$ cat config.mk
export PLATFORM = sky130hd
export DESIGN_NAME = asr_host
export DESIGN_NICKNAME = d
export VERILOG_FILES = /design/src/rtl/asr_pkg.sv /design/src/rtl/asr_host.sv
export SDC_FILE = /design/constraint.sdc
export NUM_CORES = 1
export LEC_CHECK = 0
export ABC_AREA = 1
export BUFFER_PORTS_ARGS = -buffer_cell sky130_fd_sc_hd__buf_2
export CAP_MARGIN = 20
export CORE_MARGIN = 2
export CORE_UTILIZATION = 45
export CTS_BUF_LIST = sky130_fd_sc_hd__clkbuf_4
export DETAILED_ROUTE_END_ITERATION = 8
export GPL_TIMING_DRIVEN = 0
export PLACE_DENSITY = 0.71
export RECOVER_POWER = 100
export SLEW_MARGIN = 5
export SYNTH_ARGS = -nofsm -noshare
export SYNTH_HDL_FRONTEND = slang
export SYNTH_SLANG_ARGS = --single-unit
export TNS_END_PERCENT = 100
$ cat constraint.sdc
create_clock -name clk -period 1.7 [get_ports clk]
set_clock_uncertainty 0.1 [all_clocks]
set_input_delay 0.255 -clock clk [delete_from_list [all_inputs] [get_ports clk]]
set_output_delay 0.255 -clock clk [all_outputs]
set_load 0.005 [all_outputs]
$ cat src/rtl/asr_pkg.sv
/*
  Package of the host-side controller for an 8K x 8 asynchronous static RAM:
  widths, pin carrier, speed-grade timing and derived cycle counts.
  Assumes a 200 MHz system clock.
*/
package asr_pkg;

  // ****************************************************************
  // Widths
  // ****************************************************************
  localparam int unsigned INDEX_W = 13;
  localparam int unsigned DATA_W  = 8;
  localparam int unsigned CNT_W   = 8;

  // ****************************************************************
  // Timing (slowest grade, ns) and clock
  // ****************************************************************
  localparam int unsigned CLK_PERIOD_NS      = 5;
  localparam int unsigned INDEX_ACCESS_NS    = 85;
  localparam int unsigned SELECT_ACCESS_NS   = 85;
  localparam int unsigned GATE_ACCESS_NS     = 35;
  localparam int unsigned SELECT_FLOAT_NS    = 35;
  localparam int unsigned GATE_FLOAT_NS      = 30;
  localparam int unsigned STROBE_FLOAT_NS    = 35;
  localparam int unsigned STROBE_PULSE_NS    = 45;
  localparam int unsigned SELECT_WRITE_NS    = 65;

  function automatic logic [CNT_W-1:0] ns_to_cyc(input int unsigned ns);
    int unsigned c;
    c = (ns + CLK_PERIOD_NS - 1) / CLK_PERIOD_NS;
    if (c < 1) begin
      c = 1;
    end
    return c[CNT_W-1:0];
  endfunction : ns_to_cyc

  // Read waits the longest of address, select and gate access
  localparam logic [CNT_W-1:0] READ_CYC   = ns_to_cyc(INDEX_ACCESS_NS);
  // One cycle of sampling margin plus two synchroniser stages
  localparam logic [CNT_W-1:0] SYNC_CYC   = 8'h03;
  // Write: select held over the strobe, strobe at least its minimum
  localparam logic [CNT_W-1:0] WRITE_CYC  = ns_to_cyc(SELECT_WRITE_NS);
  localparam logic [CNT_W-1:0] STROBE_CYC = ns_to_cyc(STROBE_PULSE_NS);
  // Bus turnaround after the device lets go of the data lines
  localparam logic [CNT_W-1:0] FLOAT_CYC  = ns_to_cyc(SELECT_FLOAT_NS);

  // ****************************************************************
  // Carriers
  // ****************************************************************
  typedef struct packed {
    logic               select_low_active_n;
    logic               select_high_active;
    logic               strobe_n;
    logic               gate_n;
    logic [INDEX_W-1:0] word_index;
  } asr_pins_type;

  typedef struct packed {
    logic               write;
    logic [INDEX_W-1:0] index;
    logic [DATA_W-1:0]  data;
  } asr_req_type;

endpackage : asr_pkg

$ cat src/rtl/asr_host.sv
/*
  Host controller for an 8K x 8 asynchronous static RAM. Takes one request
  at a time, drives the memory pins with strobes timed by cycle counters and
  returns read data.
  Assumes memory pins reach the device directly; the bench resolves the
  shared data lines from the output enable.
*/
// Operation
// RULE_01: Memory holds 8192 words of eight bits, one per address.
// RULE_02: One eight-bit data bus; host drives only during writes.
// RULE_03: Read data returns bit-for-bit as written, no inversion.
// RULE_04: Host selects word over thirteen address lines, bits 0 to 12.
// RULE_05: Read: address, selects active, strobe high; data within access.
// RULE_06: Device floats outputs when deselected or strobe low.
// RULE_07: Write happens only while both selects active and strobe low.
// RULE_08: Write ends when any select or the strobe is removed.
// RULE_09: Device is clockless; read cycle equals access time.
// RULE_10: Device powers down itself on long accesses or deselect.
// RULE_11: Power-down follows access start within 85 ns worst grade.
// RULE_12: Read data valid within 85 ns of address settling.
// RULE_13: Old data holds at least 5 ns after address change.
// RULE_14: Read data valid within 85 ns of select active.
// RULE_15: Read data valid within 35 ns of gate falling.
// RULE_16: Outputs float within 35 ns of select going inactive.
// RULE_17: Outputs float within 30 ns of gate rising.
// RULE_18: Outputs float within 35 ns of strobe falling.
// RULE_19: Host holds strobe low at least 45 ns to write end.
// RULE_20: Host holds select active at least 65 ns to write end.
// RULE_21: Host keeps select off or strobe high while address changes.
// RULE_22: Strobe falling before select keeps device outputs floating.
// RULE_23: Device drives only with gate low; host releases bus first.
module asr_host (
  // Clock and control
  input  wire logic                       clk,
  input  wire logic                       srst,
  input  wire logic                       clk_en,
  // User request
  input  wire logic                       req_valid,
  input  wire asr_pkg::asr_req_type       req,
  output logic                            req_ready,
  // User answer
  output logic                            rsp_valid,
  output logic [asr_pkg::DATA_W-1:0]      rsp_data,
  // Memory pins
  output asr_pkg::asr_pins_type           pins,
  output logic [asr_pkg::DATA_W-1:0]      shared_data_line_o,
  output logic                            shared_data_line_oe,
  input  wire logic [asr_pkg::DATA_W-1:0] shared_data_line_i
);

  typedef enum logic [2:0] {
    IDLE, RD_ACCESS, RD_FLOAT, WR_SETUP, WR_STROBE, WR_END
  } asr_state_type;

  // ****************************************************************
  // Data line synchroniser
  // ****************************************************************
  logic [asr_pkg::DATA_W-1:0] sync1_ff, sync2_ff;

  always_ff @(posedge clk) begin
    if (srst) begin
      sync1_ff <= 8'h00;
      sync2_ff <= 8'h00;
    end else if (clk_en) begin
      sync1_ff <= shared_data_line_i;
      sync2_ff <= sync1_ff;
    end
  end

  // ****************************************************************
  // Sequencer
  // ****************************************************************
  asr_state_type              state_ff, nxt_state;
  logic [asr_pkg::CNT_W-1:0]  cnt_ff, nxt_cnt;
  asr_pkg::asr_pins_type      pins_ff, nxt_pins;
  logic [asr_pkg::DATA_W-1:0] dout_ff, nxt_dout;
  logic                       oe_ff, nxt_oe;
  logic                       ready_ff, nxt_ready;
  logic                       rvalid_ff, nxt_rvalid;
  logic [asr_pkg::DATA_W-1:0] rdata_ff, nxt_rdata;

  localparam asr_pkg::asr_pins_type PINS_IDLE = '{
    select_low_active_n: 1'b1, select_high_active: 1'b0,
    strobe_n: 1'b1, gate_n: 1'b1, word_index: 13'h0000};

  always_comb begin
    nxt_state  = state_ff;
    nxt_cnt    = cnt_ff;
    nxt_pins   = pins_ff;
    nxt_dout   = dout_ff;
    nxt_oe     = oe_ff;
    nxt_ready  = ready_ff;
    nxt_rvalid = 1'b0;
    nxt_rdata  = rdata_ff;
    unique case (state_ff)
      IDLE: begin
        if (req_valid && ready_ff) begin
          nxt_ready = 1'b0;
          // Address set on the same edge that asserts both selects, strobe high
          nxt_pins.word_index          = req.index; // RULE_04 RULE_21
          nxt_pins.select_low_active_n = 1'b0;
          nxt_pins.select_high_active  = 1'b1;
          if (req.write) begin
            // Gate stays high, host owns the bus
            nxt_dout  = req.data; // RULE_03
            nxt_oe    = 1'b1; // RULE_02
            nxt_cnt   = asr_pkg::WRITE_CYC - asr_pkg::STROBE_CYC;
            nxt_state = WR_SETUP;
          end else begin
            // Bus already released before gate goes low
            nxt_oe           = 1'b0; // RULE_23
            nxt_pins.gate_n  = 1'b0; // RULE_05
            nxt_cnt          = asr_pkg::READ_CYC + asr_pkg::SYNC_CYC;
            nxt_state        = RD_ACCESS;
          end
        end
      end
      RD_ACCESS: begin
        // Pin sampled one cycle past access time, then two sync stages
        if (cnt_ff == 8'h01) begin
          nxt_rdata  = sync2_ff; // RULE_12 RULE_14 RULE_15
          nxt_rvalid = 1'b1;
          nxt_pins   = PINS_IDLE; // RULE_16 RULE_17
          nxt_cnt    = asr_pkg::FLOAT_CYC;
          nxt_state  = RD_FLOAT;
        end else begin
          nxt_cnt = cnt_ff - 8'h01;
        end
      end
      RD_FLOAT: begin
        // Wait out the device float delay before any host drive
        if (cnt_ff == 8'h01) begin
          nxt_ready = 1'b1;
          nxt_state = IDLE;
        end else begin
          nxt_cnt = cnt_ff - 8'h01;
        end
      end
      WR_SETUP: begin
        // Select leads strobe so select-to-end covers its minimum
        if (cnt_ff == 8'h01) begin
          nxt_pins.strobe_n = 1'b0; // RULE_07
          nxt_cnt           = asr_pkg::STROBE_CYC;
          nxt_state         = WR_STROBE;
        end else begin
          nxt_cnt = cnt_ff - 8'h01;
        end
      end
      WR_STROBE: begin
        if (cnt_ff == 8'h01) begin
          // Strobe rises first and ends the write; data held past it
          nxt_pins.strobe_n = 1'b1; // RULE_08 RULE_19 RULE_20
          nxt_state         = WR_END;
        end else begin
          nxt_cnt = cnt_ff - 8'h01;
        end
      end
      WR_END: begin
        nxt_pins  = PINS_IDLE;
        nxt_oe    = 1'b0; // RULE_02
        nxt_ready = 1'b1;
        nxt_state = IDLE;
      end
      default: begin
        nxt_state = IDLE;
      end
    endcase
  end

  always_ff @(posedge clk) begin
    if (srst) begin
      state_ff  <= IDLE;
      cnt_ff    <= 8'h00;
      pins_ff   <= PINS_IDLE;
      dout_ff   <= 8'h00;
      oe_ff     <= 1'b0;
      ready_ff  <= 1'b1;
      rvalid_ff <= 1'b0;
      rdata_ff  <= 8'h00;
    end else if (clk_en) begin
      state_ff  <= nxt_state;
      cnt_ff    <= nxt_cnt;
      pins_ff   <= nxt_pins;
      dout_ff   <= nxt_dout;
      oe_ff     <= nxt_oe;
      ready_ff  <= nxt_ready;
      rvalid_ff <= nxt_rvalid;
      rdata_ff  <= nxt_rdata;
    end
  end

  assign req_ready           = ready_ff;
  assign rsp_valid           = rvalid_ff;
  assign rsp_data            = rdata_ff;
  assign pins                = pins_ff;
  assign shared_data_line_o  = dout_ff;
  assign shared_data_line_oe = oe_ff;

  // ****************************************************************
  // Assertions
  // ****************************************************************
  logic [asr_pkg::CNT_W-1:0] lowcnt_ff;
  always_ff @(posedge clk) begin
    if (srst || pins_ff.strobe_n) begin
      lowcnt_ff <= 8'h00;
    end else if (clk_en && lowcnt_ff != 8'hFF) begin
      lowcnt_ff <= lowcnt_ff + 8'h01;
    end
  end
endmodule : asr_host

==> metrics.yaml <==
cts:
  numCtsBuffers: 9
  htreeDepth: 3
  tritoncts: "done"
  clk_latency_ps: 420
  clockRootBuffer: "clkbuf_4"
  clkSlewWorstSetupHoldPaths_ps: 100
  cts_buffer_depth: 2
  cts_sinks: 63
global_route:
  grt_pass1_wl_um: 11200
  antenna_found_initial: 0
  grt_start_max_net_pins: 12
  first_global_vias: 2434
  grt-ovfl-total: 0
  grt_usage_pct: 21.9
routing:
  final_antenna_net_count: 0
  drt-initial-drc-count: 167
  vias: 2791
  routed_wl_um: 6990
  drc: 0
  dr.pass1.iters: 4
  viasPerCell: 4.92
  wire_per_inst_um: 12.3
power:
  swShare_pct: 43.5
  power_frac_clock_pct: 18.2
  power_frac_comb_pct: 45.9
  leakagePower_uw: 0.00164
  pwr-share-seq_pct: 35.9
  p_int_uw: 3110
  p_sw_uw: 2390
  finalPower_uw: 5500
  ir_drop_uv: 949
  powerDensity_nw_per_um2: 1530
floorplanning:
  die_area_um2: 6650
  io_pins: 70
  core_area_um2: 5850
  dieWidth_um: 81.6
  start_util_pct: 46.3
  num_rows: 28
  die_y_um: 81.6
placed_design:
  dpl_worst_slack_ps: -126
  gp_congestion: 0.895
  dp.cells: 518
  portBuffers: 69
  dp.final_hpwl_um: 4680
timing:
  setup_violations: 0
  finalHoldViolCount: 0
  maxSlewViolCount: 0
  worst_slack_ps: 68.0
  rsz0062_at_grt: "true"
  relSlewSlack_pct: 62.5
  period_share_pct: 96.0
  worst_pin_slew_ps: 562
  hold_ws_ps: 10.2
  period_needed_ps: 1630
  fin_tns_setup_ps: 0
  fmax_mhz: 613
synth:
  synth_edf_count: 0
  synth_nets: 410
  ys_ff_latch: 63
  synth_cells: 374
  syn-cell-area_um2: 2710
  synthFlopType: "dfxtp_1"
  syn-mean-instance-area_um2: 7.24
  yosys_warnings: 0
  yosysUniqueCellTypes: 27
  synthArstFlopShare_pct: 0
  seq_area_frac_synth_pct: 46.6
finish:
  n_antenna_cell: 0
  multiInputGateArea_um2: 1320
  layout.cells.most_common: "nor2_1"
  fin_cells: 567
  nFillCells: 562
  area.growth.synth_to_final_pct: 32.8
  drive_gt1_share_pct: 20.3
  final_cell_mix: "84 x nor2_1, 67 x nand2_1, 59 x dfxtp_1, 52 x buf_2, 39 x o21ai_0"
  ff_latch_area_um2: 1270
  finalNetCount: 523
job:
  cap_violations: 0
worst_setup_path:
  critical_path.max_fanout: 7
  critPathCaptureType: "register"
  start_kind: "register"
  arrival_ps: 1830
  worstPathRequired_ps: 1900
  worst-setup-path-type: "register to register"
hold_path:
  hold_class: "input port to register"
outcome:
  status: "completed"
## power groups by stage
stage	clock [uW]	combinational, uW	sequential, uW
floorplan	0	1840	1960
global placement	0	2370	1980
detailed placement	0	2420	1980
CTS	1020	2500	1950
global route	1100	2890	2010
finish	1000	2530	1980
## synthesized netlist by cell type, types with 2 or more instances
master     n  share of area (%)
a21oi_1   30                5.5
buf_2      3               0.55
clkbuf_1   8                1.1
dfxtp_1   63                 47
ha_1       2               0.92
inv_1     16                2.2
inv_2      6               0.83
nand2_1   70                9.7
nand2_4    2               0.83
nand3_1   26                4.8
nand3_2    2               0.74
nand4_1    3               0.69
nor2_1    85                 12
nor2_2     2               0.46
nor2_4     4                1.7
o21ai_0   40                7.4
xor2_1     2               0.65
## worst max-delay path, stage by stage, from the launching register on
cell and delay [ps]:
dfxtp_2 360, inv_1 60, ha_1 180, nand2_2 120
nor2_4 70, nand2_1 120, nand2_1 110, nor2_4 190
nand2_1 70, nor2_1 110, nor2_1 40
## layer usage
| metal | GRT usage, % | vias to the layer above | wire (um) |
|---|---|---|---|
| met4 | 9.33 | 0 | 178 |
| met5 | 0 | - | 0 |
| met2 | 33.8 | 83 | 3020 |
| li1 | - | 1442 | - |
| met1 | 29.7 | 1247 | 3380 |
| met3 | 4.73 | 19 | 405 |
## repair_timing
item,4_1_cts,5_1_grt
hold buffers,27,1
buffers inserted,3,2
hold endpoints to repair,27,1
endpoints found under the setup margin,16,38
pin swaps,1,2
gates resized for setup,3,10
## stage by stage
stage	area, um^2	util [%]
floorplan	2710	-
global placement	3150	53.8
detailed placement	3150	53.8
CTS	3580	61.2
global route	3590	61.4
finish	3590	61.4
## final cells by class
class	instances	share of cell area [%]
well taps	75	2.61
clock buffers	9	1.88
repair buffers	102	17.8
clock inverters	7	1.74
multi-input cells	276	36.8
flip-flops and latches	63	35.2
plain buffers	13	1.67
inverters	22	2.30
## sequential cells by signal, indices dropped and copies added (netlist names)
register / count
pins: 17
shared_data_line_oe: 1
sync2_ff: 8
state_ff: 3
rsp_data: 8
rsp_valid: 1
sync1_ff: 8
shared_data_line_o: 8
cnt_ff: 8
req_ready: 1
## path summary, 6_finish.rpt
check | startpoint | to | slack [ps] | depth (start not counted)
worst max-delay path | cnt_ff[1]$_SDFFE_PP0P_ | cnt_ff[2]$_SDFFE_PP0P_ | 70 | 10
worst min-delay path | req[9] | pins[1]$_SDFFE_PP0P_ | 10 | 3
worst max register to register | cnt_ff[1]$_SDFFE_PP0P_ | cnt_ff[2]$_SDFFE_PP0P_ | 70 | 10
worst min register to register | pins[3]$_SDFFE_PP0P_ | pins[3]$_SDFFE_PP0P_ | 360 | 2
## cell families (layout without fill, tap and decap cells)
family	count (synthesis)	count (layout)	synth area share, %
xor+xnor	3	3	0.971
flops	63	63	46.6
compound gates	74	74	14.8
simple gates	197	197	31.4
buf+inv	35	153	5.27
fa+ha+maj	2	2	0.924
(Power assumes the default switching activity.)
